File: config.mk
export PLATFORM = sky130hd
export DESIGN_NAME = conv_serial
export DESIGN_NICKNAME = d
export VERILOG_FILES = /design/src/inc/conv_pkg.sv /design/src/conv_serial.sv /design/src/conv_sched.sv
export SDC_FILE = /design/constraint.sdc
export NUM_CORES = 1
export LEC_CHECK = 0
export BUFFER_PORTS_ARGS = -buffer_cell sky130_fd_sc_hd__buf_2
export CORE_UTILIZATION = 42
export CTS_CLUSTER_SIZE = 8
export DETAILED_ROUTE_END_ITERATION = 16
export PLACE_DENSITY_LB_ADDON = 0.3
export SYNTH_ARGS = -nofsm -noshare
export SYNTH_HDL_FRONTEND = slang
export SYNTH_SLANG_ARGS = --single-unit
File: constraint.sdc
create_clock -name mclk -period 2.6 [get_ports mclk]
set_input_delay 0.78 -clock mclk [delete_from_list [all_inputs] [get_ports mclk]]
set_output_delay 0.78 -clock mclk [all_outputs]
set_load 0.005 [all_outputs]
File: src/inc/conv_pkg.sv
// Shared constants and types for the converter serial setup and readout block
// Assumes a 10 MHz system clock and a serial link sampled in that domain
package conv_pkg;

  // Setup register field positions
  localparam int unsigned SS_BIT      = 15;
  localparam int unsigned MODE_BIT    = 8;
  localparam int unsigned RATE_HI     = 7;
  localparam int unsigned RATE_LO     = 5;
  localparam int unsigned SENSOR_BIT  = 4;
  localparam int unsigned PULLUP_BIT  = 3;
  localparam int unsigned QUAL_HI     = 2;
  localparam int unsigned QUAL_LO     = 1;
  localparam int unsigned UNUSED_BIT  = 0;

  // Setup reset value and valid write code
  localparam logic [15:0] SETUP_RESET = 16'h058b;
  localparam logic [1:0]  QUAL_VALID  = 2'h1;

  // Frame lengths in bits
  localparam logic [5:0]  FRAME_SHORT = 6'h10;
  localparam logic [5:0]  FRAME_LONG  = 6'h20;

  // Clock and timeout figures
  localparam int unsigned CLK_HZ       = 10_000_000;
  localparam int unsigned TIMEOUT_MS   = 28;
  localparam int unsigned TIMEOUT_CYC  = CLK_HZ / 1000 * TIMEOUT_MS;

  // System clock cycles per conversion, per rate code
  localparam int unsigned CONV_CYC_128  = CLK_HZ / 128;
  localparam int unsigned CONV_CYC_250  = CLK_HZ / 250;
  localparam int unsigned CONV_CYC_490  = CLK_HZ / 490;
  localparam int unsigned CONV_CYC_920  = CLK_HZ / 920;
  localparam int unsigned CONV_CYC_1600 = CLK_HZ / 1600;
  localparam int unsigned CONV_CYC_2400 = CLK_HZ / 2400;
  localparam int unsigned CONV_CYC_3300 = CLK_HZ / 3300;

  // Decoded setup fields for the conversion engine
  typedef struct packed {
    logic       single_mode;
    logic [2:0] rate_select;
    logic       sensor_select;
    logic       pull_up;
  } setup_fields_t;

  // Converter sample path toward the buffer
  typedef struct packed {
    logic        valid;
    logic [15:0] data;
  } sample_t;

endpackage : conv_pkg

File: src/conv_serial.sv
// Converter control and serial readout top level
// Assumes link pins are asynchronous to mclk and resynchronised here
`timescale 1ns/100ps

module conv_serial
  import conv_pkg::*;
#(
  parameter int unsigned TIMEOUT_CYCLES = TIMEOUT_CYC,
  parameter int unsigned TO_W           = 20
)(
  // Clock and reset
  input  wire logic        mclk,
  input  wire logic        nrst,
  // Serial link pins
  input  wire logic        select_n,
  input  wire logic        sclk,
  input  wire logic        din,
  // Combined result and ready pin
  output logic             result_out_and_ready_o,
  output logic             result_out_and_ready_oe,
  output logic             result_out_and_ready_pu,
  // Modulator codes
  input  wire logic [11:0] adc_code,
  input  wire logic [11:0] temp_code,
  // Conversion status
  output logic             single_mode,
  output logic [2:0]       rate_select,
  output logic             sensor_select,
  output logic             converting
);
  import conv_pkg::*;

  // Link state phases
  typedef enum logic [1:0] {
    ST_IDLE  = 2'b00,
    ST_SHIFT = 2'b01,
    ST_DONE  = 2'b11
  } link_state_t;

  // Whole link state
  typedef struct packed {
    logic [1:0]      cs_s;      // Select synchroniser
    logic [1:0]      ck_s;      // Clock synchroniser
    logic [1:0]      di_s;      // Data synchroniser
    logic            ck_prev;   // Last synced clock
    link_state_t     st;
    logic [15:0]     setup;     // Setup register
    logic [15:0]     result;    // Buffered result
    logic            fresh;     // Unread result pending
    logic [31:0]     tx;        // Outgoing shift word
    logic [15:0]     rx;        // Incoming shift word
    logic [5:0]      bits;      // Falling edges this frame
    logic [TO_W-1:0] lowcnt;    // Clock-low timer
    logic            start;     // Single-shot start pulse
    logic            dout;
    logic            oe;
    logic            pu;
  } link_t;

  link_t l_q;
  link_t l_d;

  sample_t       sample;
  logic          busy;
  setup_fields_t fields;

  // Setup read-back view: start bit zero, bit 0 one
  function automatic logic [15:0] setup_view(input logic [15:0] r);
    logic [15:0] v;
    v = r;
    v[SS_BIT]     = 1'b0;
    v[UNUSED_BIT] = 1'b1;
    setup_view = v;
  endfunction : setup_view

  // Fields feeding the scheduler
  always_comb
  begin
    fields.single_mode   = l_q.setup[MODE_BIT];
    fields.rate_select   = l_q.setup[RATE_HI:RATE_LO];
    fields.sensor_select = l_q.setup[SENSOR_BIT];
    fields.pull_up       = l_q.setup[PULLUP_BIT];
  end

  // Conversion pacing engine
  conv_sched u_sched (
    .mclk         (mclk),
    .nrst         (nrst),
    .fields       (fields),
    .start_single (l_q.start),
    .adc_code     (adc_code),
    .temp_code    (temp_code),
    .sample       (sample),
    .busy         (busy)
  );

  // Link edge decode and frame handling
  always_comb
  begin
    logic cs_low;
    logic rise;
    logic fall;
    logic [15:0] word;
    cs_low = 1'b0;
    rise   = 1'b0;
    fall   = 1'b0;
    word   = 16'h0;
    l_d = l_q;

    // Two-stage synchronisers, second stage only is read
    l_d.cs_s = {l_q.cs_s[0], select_n};
    l_d.ck_s = {l_q.ck_s[0], sclk};
    l_d.di_s = {l_q.di_s[0], din};
    l_d.ck_prev = l_q.ck_s[1];
    cs_low = ~l_q.cs_s[1];
    rise   = l_q.ck_s[1] & ~l_q.ck_prev;
    fall   = ~l_q.ck_s[1] & l_q.ck_prev;
    l_d.start = 1'b0;

    // New result lands in buffer only outside a frame
    if (sample.valid && l_q.st == ST_IDLE)
    begin
      l_d.result = sample.data;
      l_d.fresh  = 1'b1;
    end

    // Clock-low timer while a frame is open
    if (l_q.st != ST_IDLE && !l_q.ck_s[1])
      l_d.lowcnt = l_q.lowcnt + TO_W'(1);
    else
      l_d.lowcnt = '0;

    unique case (l_q.st)
      ST_IDLE:
      begin
        if (cs_low && rise)
        begin
          // First rising edge: bit 15 on the pin
          l_d.st   = ST_SHIFT;
          l_d.tx   = {l_q.result[14:0], setup_view(l_q.setup), 1'b1};
          l_d.dout = l_q.result[15];
          // A result landing on this very edge stays flagged as fresh
          l_d.fresh = sample.valid;
          l_d.bits = '0;
        end
        else
        begin
          // Idle: pin shows ready (low means fresh)
          l_d.dout = ~l_q.fresh;
        end
      end
      ST_SHIFT:
      begin
        if (rise && l_q.bits != '0)
        begin
          l_d.dout = l_q.tx[31];
          l_d.tx   = {l_q.tx[30:0], 1'b1};
        end
        if (fall)
        begin
          l_d.rx   = {l_q.rx[14:0], l_q.di_s[1]};
          l_d.bits = l_q.bits + 6'h1;
          if (l_q.bits + 6'h1 == FRAME_SHORT)
          begin
            word = {l_q.rx[14:0], l_q.di_s[1]};
            if (word[QUAL_HI:QUAL_LO] == QUAL_VALID)
            begin
              l_d.setup = word;
              l_d.setup[SS_BIT] = 1'b0;
              l_d.setup[UNUSED_BIT] = 1'b1;
              // Start only honoured while powered down
              l_d.start = word[SS_BIT] & word[MODE_BIT] & ~busy;
            end
          end
          // Setup written only from the first word; second ignored
          if (l_q.bits + 6'h1 == FRAME_LONG)
            l_d.st = ST_DONE;
        end
      end
      ST_DONE:
      begin
        // Held-low select: rearm for next frame
        l_d.st   = ST_IDLE;
        l_d.dout = ~l_q.fresh;
      end
      default: l_d.st = ST_IDLE;
    endcase

    // Select high or clock-low timeout resets the link
    if (!cs_low || l_q.lowcnt >= TO_W'(TIMEOUT_CYCLES))
    begin
      l_d.st     = ST_IDLE;
      l_d.bits   = '0;
      l_d.lowcnt = '0;
      if (!cs_low)
        l_d.dout = 1'b1;
    end

    // Pin drive and pull-up
    l_d.oe = cs_low;
    l_d.pu = ~cs_low & l_q.setup[PULLUP_BIT];
  end

  // State register
  always_ff @(posedge mclk)
  begin
    if (!nrst)
    begin
      l_q        <= '0;
      l_q.cs_s   <= 2'h3;
      l_q.setup  <= SETUP_RESET;
      l_q.dout   <= 1'b1;
      l_q.tx     <= 32'hffff_ffff;
    end
    else
    begin
      l_q <= l_d;
    end
  end

  // Status mirrors, also flip-flops
  always_ff @(posedge mclk)
  begin
    if (!nrst)
    begin
      single_mode   <= SETUP_RESET[MODE_BIT];
      rate_select   <= SETUP_RESET[RATE_HI:RATE_LO];
      sensor_select <= SETUP_RESET[SENSOR_BIT];
      converting    <= 1'b0;
    end
    else
    begin
      single_mode   <= fields.single_mode;
      rate_select   <= fields.rate_select;
      sensor_select <= fields.sensor_select;
      converting    <= busy;
    end
  end

  assign result_out_and_ready_o  = l_q.dout;
  assign result_out_and_ready_oe = l_q.oe;
  assign result_out_and_ready_pu = l_q.pu;

endmodule : conv_serial

File: src/conv_sched.sv
// Conversion scheduler: paces conversions by rate and mode
// Assumes setup fields and start pulse come from the same clock domain
`timescale 1ns/100ps

module conv_sched
  import conv_pkg::*;
#(
  parameter int unsigned CNT_W = 24
)(
  // Clock and reset
  input  wire logic          mclk,
  input  wire logic          nrst,
  // Setup and control
  input  wire setup_fields_t fields,
  input  wire logic          start_single,
  // Analog result from the modulator
  input  wire logic [11:0]   adc_code,
  input  wire logic [11:0]   temp_code,
  // Completed sample
  output conv_pkg::sample_t  sample,
  output logic               busy
);
  import conv_pkg::*;

  // All scheduler state
  typedef struct packed {
    logic             busy;
    logic [CNT_W-1:0] cnt;
    sample_t          out;
  } sched_t;

  sched_t s_q;
  sched_t s_d;

  // Cycle count for a rate code
  function automatic logic [CNT_W-1:0] rate_cycles(input logic [2:0] code);
    unique case (code)
      3'h0:    rate_cycles = CNT_W'(CONV_CYC_128);
      3'h1:    rate_cycles = CNT_W'(CONV_CYC_250);
      3'h2:    rate_cycles = CNT_W'(CONV_CYC_490);
      3'h3:    rate_cycles = CNT_W'(CONV_CYC_920);
      3'h4:    rate_cycles = CNT_W'(CONV_CYC_1600);
      3'h5:    rate_cycles = CNT_W'(CONV_CYC_2400);
      default: rate_cycles = CNT_W'(CONV_CYC_3300);
    endcase
  endfunction : rate_cycles

  // Next state of the scheduler
  always_comb
  begin
    s_d = s_q;
    s_d.out.valid = 1'b0;
    if (s_q.busy)
    begin
      if (s_q.cnt <= CNT_W'(1))
      begin
        // Conversion done, present sample
        s_d.out.valid = 1'b1;
        s_d.out.data  = {fields.sensor_select ? temp_code : adc_code, 4'h0};
        // Continuous mode chains the next one
        s_d.busy = ~fields.single_mode;
        s_d.cnt  = rate_cycles(fields.rate_select);
      end
      else
      begin
        s_d.cnt = s_q.cnt - CNT_W'(1);
      end
    end
    else if (~fields.single_mode || start_single)
    begin
      s_d.busy = 1'b1;
      s_d.cnt  = rate_cycles(fields.rate_select);
    end
  end

  // State register
  always_ff @(posedge mclk)
  begin
    if (!nrst)
      s_q <= '0;
    else
      s_q <= s_d;
  end

  assign sample = s_q.out;
  assign busy   = s_q.busy;

endmodule : conv_sched

==> impl_metrics.toml <==
[placed_design]
io_buffers = 37
gp_congestion = 0.837
dp_slack_ns = 0.229
post-dp-hpwl_mm = 9.78

[yosys]
synth_cells = 776
synthTopCellsByArea = "dfxtp_1 (47%), nand2_1 (6.9%), nor2_1 (3.5%)"
syn-num-nets = 811
synth_top_cell_by_area = "dfxtp_1"
yosysWarnings = 0
synth.distinct_cells = 63
synth_simple_gate_area_frac = 0.222
syn_area_per_cell_sq_um = 8.58
synth_top_family_by_area = "simple AND/OR/NAND/NOR gates"
synthMuxAreaShare = 0.0303
synth_top_area_frac = 0.472
synth-edff-count = 0
synth_xor_area_frac = 0.0303
synth_compound_area_frac = 0.188
netlist_top_cells_count = "dfxtp_1 (157), nand2_1 (123), nor2_1 (62)"
synth_fa_ha_area_frac = 0.0113
synth_ff_type = "dfxtp_1"
yosysMostFrequentCell = "dfxtp_1"
async_flop_share = 0
synth_area_sq_mm = 0.00666
ys_ff_latch = 157
yosysSeqAreaShare = 0.472

[floorplan]
row_count = 45
start_util = 0.435
die_h_um = 128
die-area_sq_mm = 0.0164
core_area_sq_mm = 0.0153
io_pins = 38
die_width_um = 128

[setup_path]
critPathMaxFanout = 12
rrSetupSlack_ns = 0.29
path_cells = "nor4_4 -> nand3_1 -> o31ai_2 -> buf_4 -> o21ai_0 -> mux2_2 -> a311oi_1"
cp.arrival_ns = 2.64
worst-setup-path-type = "flop to flop"
max_stage_delay_ns = 0.48
end_kind = "flop"
crit_path_top_delay_cell = "nor4_4"
startpoint_type = "flop"
cp_top_family = "simple AND/OR/NAND/NOR gates"
worst-path-buf-inv = 1
cp.required_ns = 2.93

[clocking]
numCtsBuffers = 17
cts_tree = "yes"
cts_root_buffer = "clkbuf_16"
clkTransAtPathRegs_ns = 0.06
post_cts_buffers = 0
cts_buffer_depth = 2
clkLatencyLatePin_ns = 0.42
cts_max_level = 4
cts.sinks = 157

[power]
ir_worst_vdd_v = 0.000519
power_density_mw_per_mm2 = 638
power.total_uw = 4870
p_leak_uw = 0.00281

[sta]
final.setup.worst_slack_ns = 0.290
worst_pin_slew_ns = 0.771
rsz0062_at_grt = "no"
slew-limit-headroom = 0.486
finalSetupViolCount = 0
fmax_ghz = 0.433
hold_viol = 0
setup_tns_ns = 0
layout_min_cycle_time_ns = 2.31
drv_slew = 0
finalCritPeriodShare = 0.888
clock_skew_ns = 0.00809

[layout]
nets = 837
drive_above_1_share = 0.127
antenna_cells = 0
area_delta_synth_final_pct = 14.5
utilization = 0.498

[drt]
drc_errors = 0
wirelength_mm = 15.0
vias_per_cell = 5.35
drt_iter0_markers = 382
ant_nets = 0
firstDrtPassIters = 5
vias = 5483
wl_per_cell_um = 14.7

[global_routing]
antenna_found_initial = 0
grt.total_usage = 0.195
grt_max_degree = 68
grt_pass1_vias = 5078
gr-total-overflow = 0
grt_pass1_wl_mm = 25.3

[run]
maxCapViolCount = 0

[status]
run_status = "complete, no violations"

[min_path]
min_path_type = "flop to flop"
==> per-layer routing <==
metal  vias to the layer above  part of all wire  GRT usage
met1                      2563              0.50      0.269
met5                         -                 0          0
li1                       2800                 -          -
met4                         0             0.011     0.0637
met3                        17             0.038     0.0476
met2                       103              0.45      0.299
==> metrics by stage <==
stage / std cells / hold slack (ns) / cell area, sq um
6_report: 1024 / 0.413 / 7620
5_1_grt: 1024 / 0.429 / 7620
4_1_cts: 1024 / 0.423 / 7620
3_5_place_dp: 994 / 0.416 / 7080
3_3_place_gp: 994 / 0.393 / 7080
2_1_floorplan: 776 / 0.386 / 6660
==> worst register-to-register path, cell delays in order, from the launching register on <==
cell	delay (ns)
dfxtp_1	0.40
nor4_4	0.48
nand3_1	0.24
o31ai_2	0.26
buf_4	0.23
o21ai_0	0.11
mux2_2	0.27
a311oi_1	0.22
==> cells by family (layout without fill, tap and decap cells) <==
kind of cell,after synthesis,count (layout)
flops,157,157
compound gates,188,188
buf+inv,70,107
mux,20,20
other cells,1,1
xor+xnor,23,23
fa+ha+maj,6,6
simple gates,311,311
==> power by group <==
part	internal [uW]	leakage [uW]	total (uW)	switching, uW
sequential	2420	0.00127	2430	9.16
clock	1380	0.000270	2310	929
combinational	49.7	0.00127	127	77.2
total	3850	0.00281	4870	1020
==> path summary, 6_finish.rpt <==
kind | from | endpoint | cells after the start
hold / removal | l_d[119] | l_q[119] | 1
hold reg to reg | l_d[119] | l_q[119] | 1
setup / recovery | u_sched.s_q[21] | u_sched.s_q[25] | 7
setup reg to reg | u_sched.s_q[21] | u_sched.s_q[25] | 7
==> cells in the final DEF, fill, tap and decap left out, types with 6 or more instances in the layout <==
cell type    n
dfxtp_1    157
nand2_1    123
nor2_1      61
a21oi_1     45
buf_2       37
nand3_1     33
o21ai_0     29
a22oi_1     28
o211ai_1    27
buf_4       22
mux2i_1     19
nor3_1      17
clkbuf_16   17
a211oi_1    16
inv_1       15
xor2_1      15
and2_1      11
nand2b_1    10
nor4_1       8
xnor2_1      8
a31oi_1      8
and3_1       6
ha_1         6
==> sequential cells by signal, indices dropped and copies added, names as in the netlist, 3 cells and up <==
register        flops
u_sched.s_q        24
fields              6
u_sched.sample     13
rate_select         3
l_d                 4
l_q               100
==> repair_timing <==
action | in CTS | in global routing
endpoints found under the setup margin | 0 | 5
resized for setup | 0 | 1
hold buffers | 0 | 0
==> area by class of cell <==
class,count,area [sq um]
fill,1457,7690
multi-input combinational,549,3220
sequential,157,3140
clock buffer,24,482
timing repair buffer,61,390
tap,211,264
clock inverter,6,62.6
inverter,16,60.1
Power figures use the tool's default switching activity.
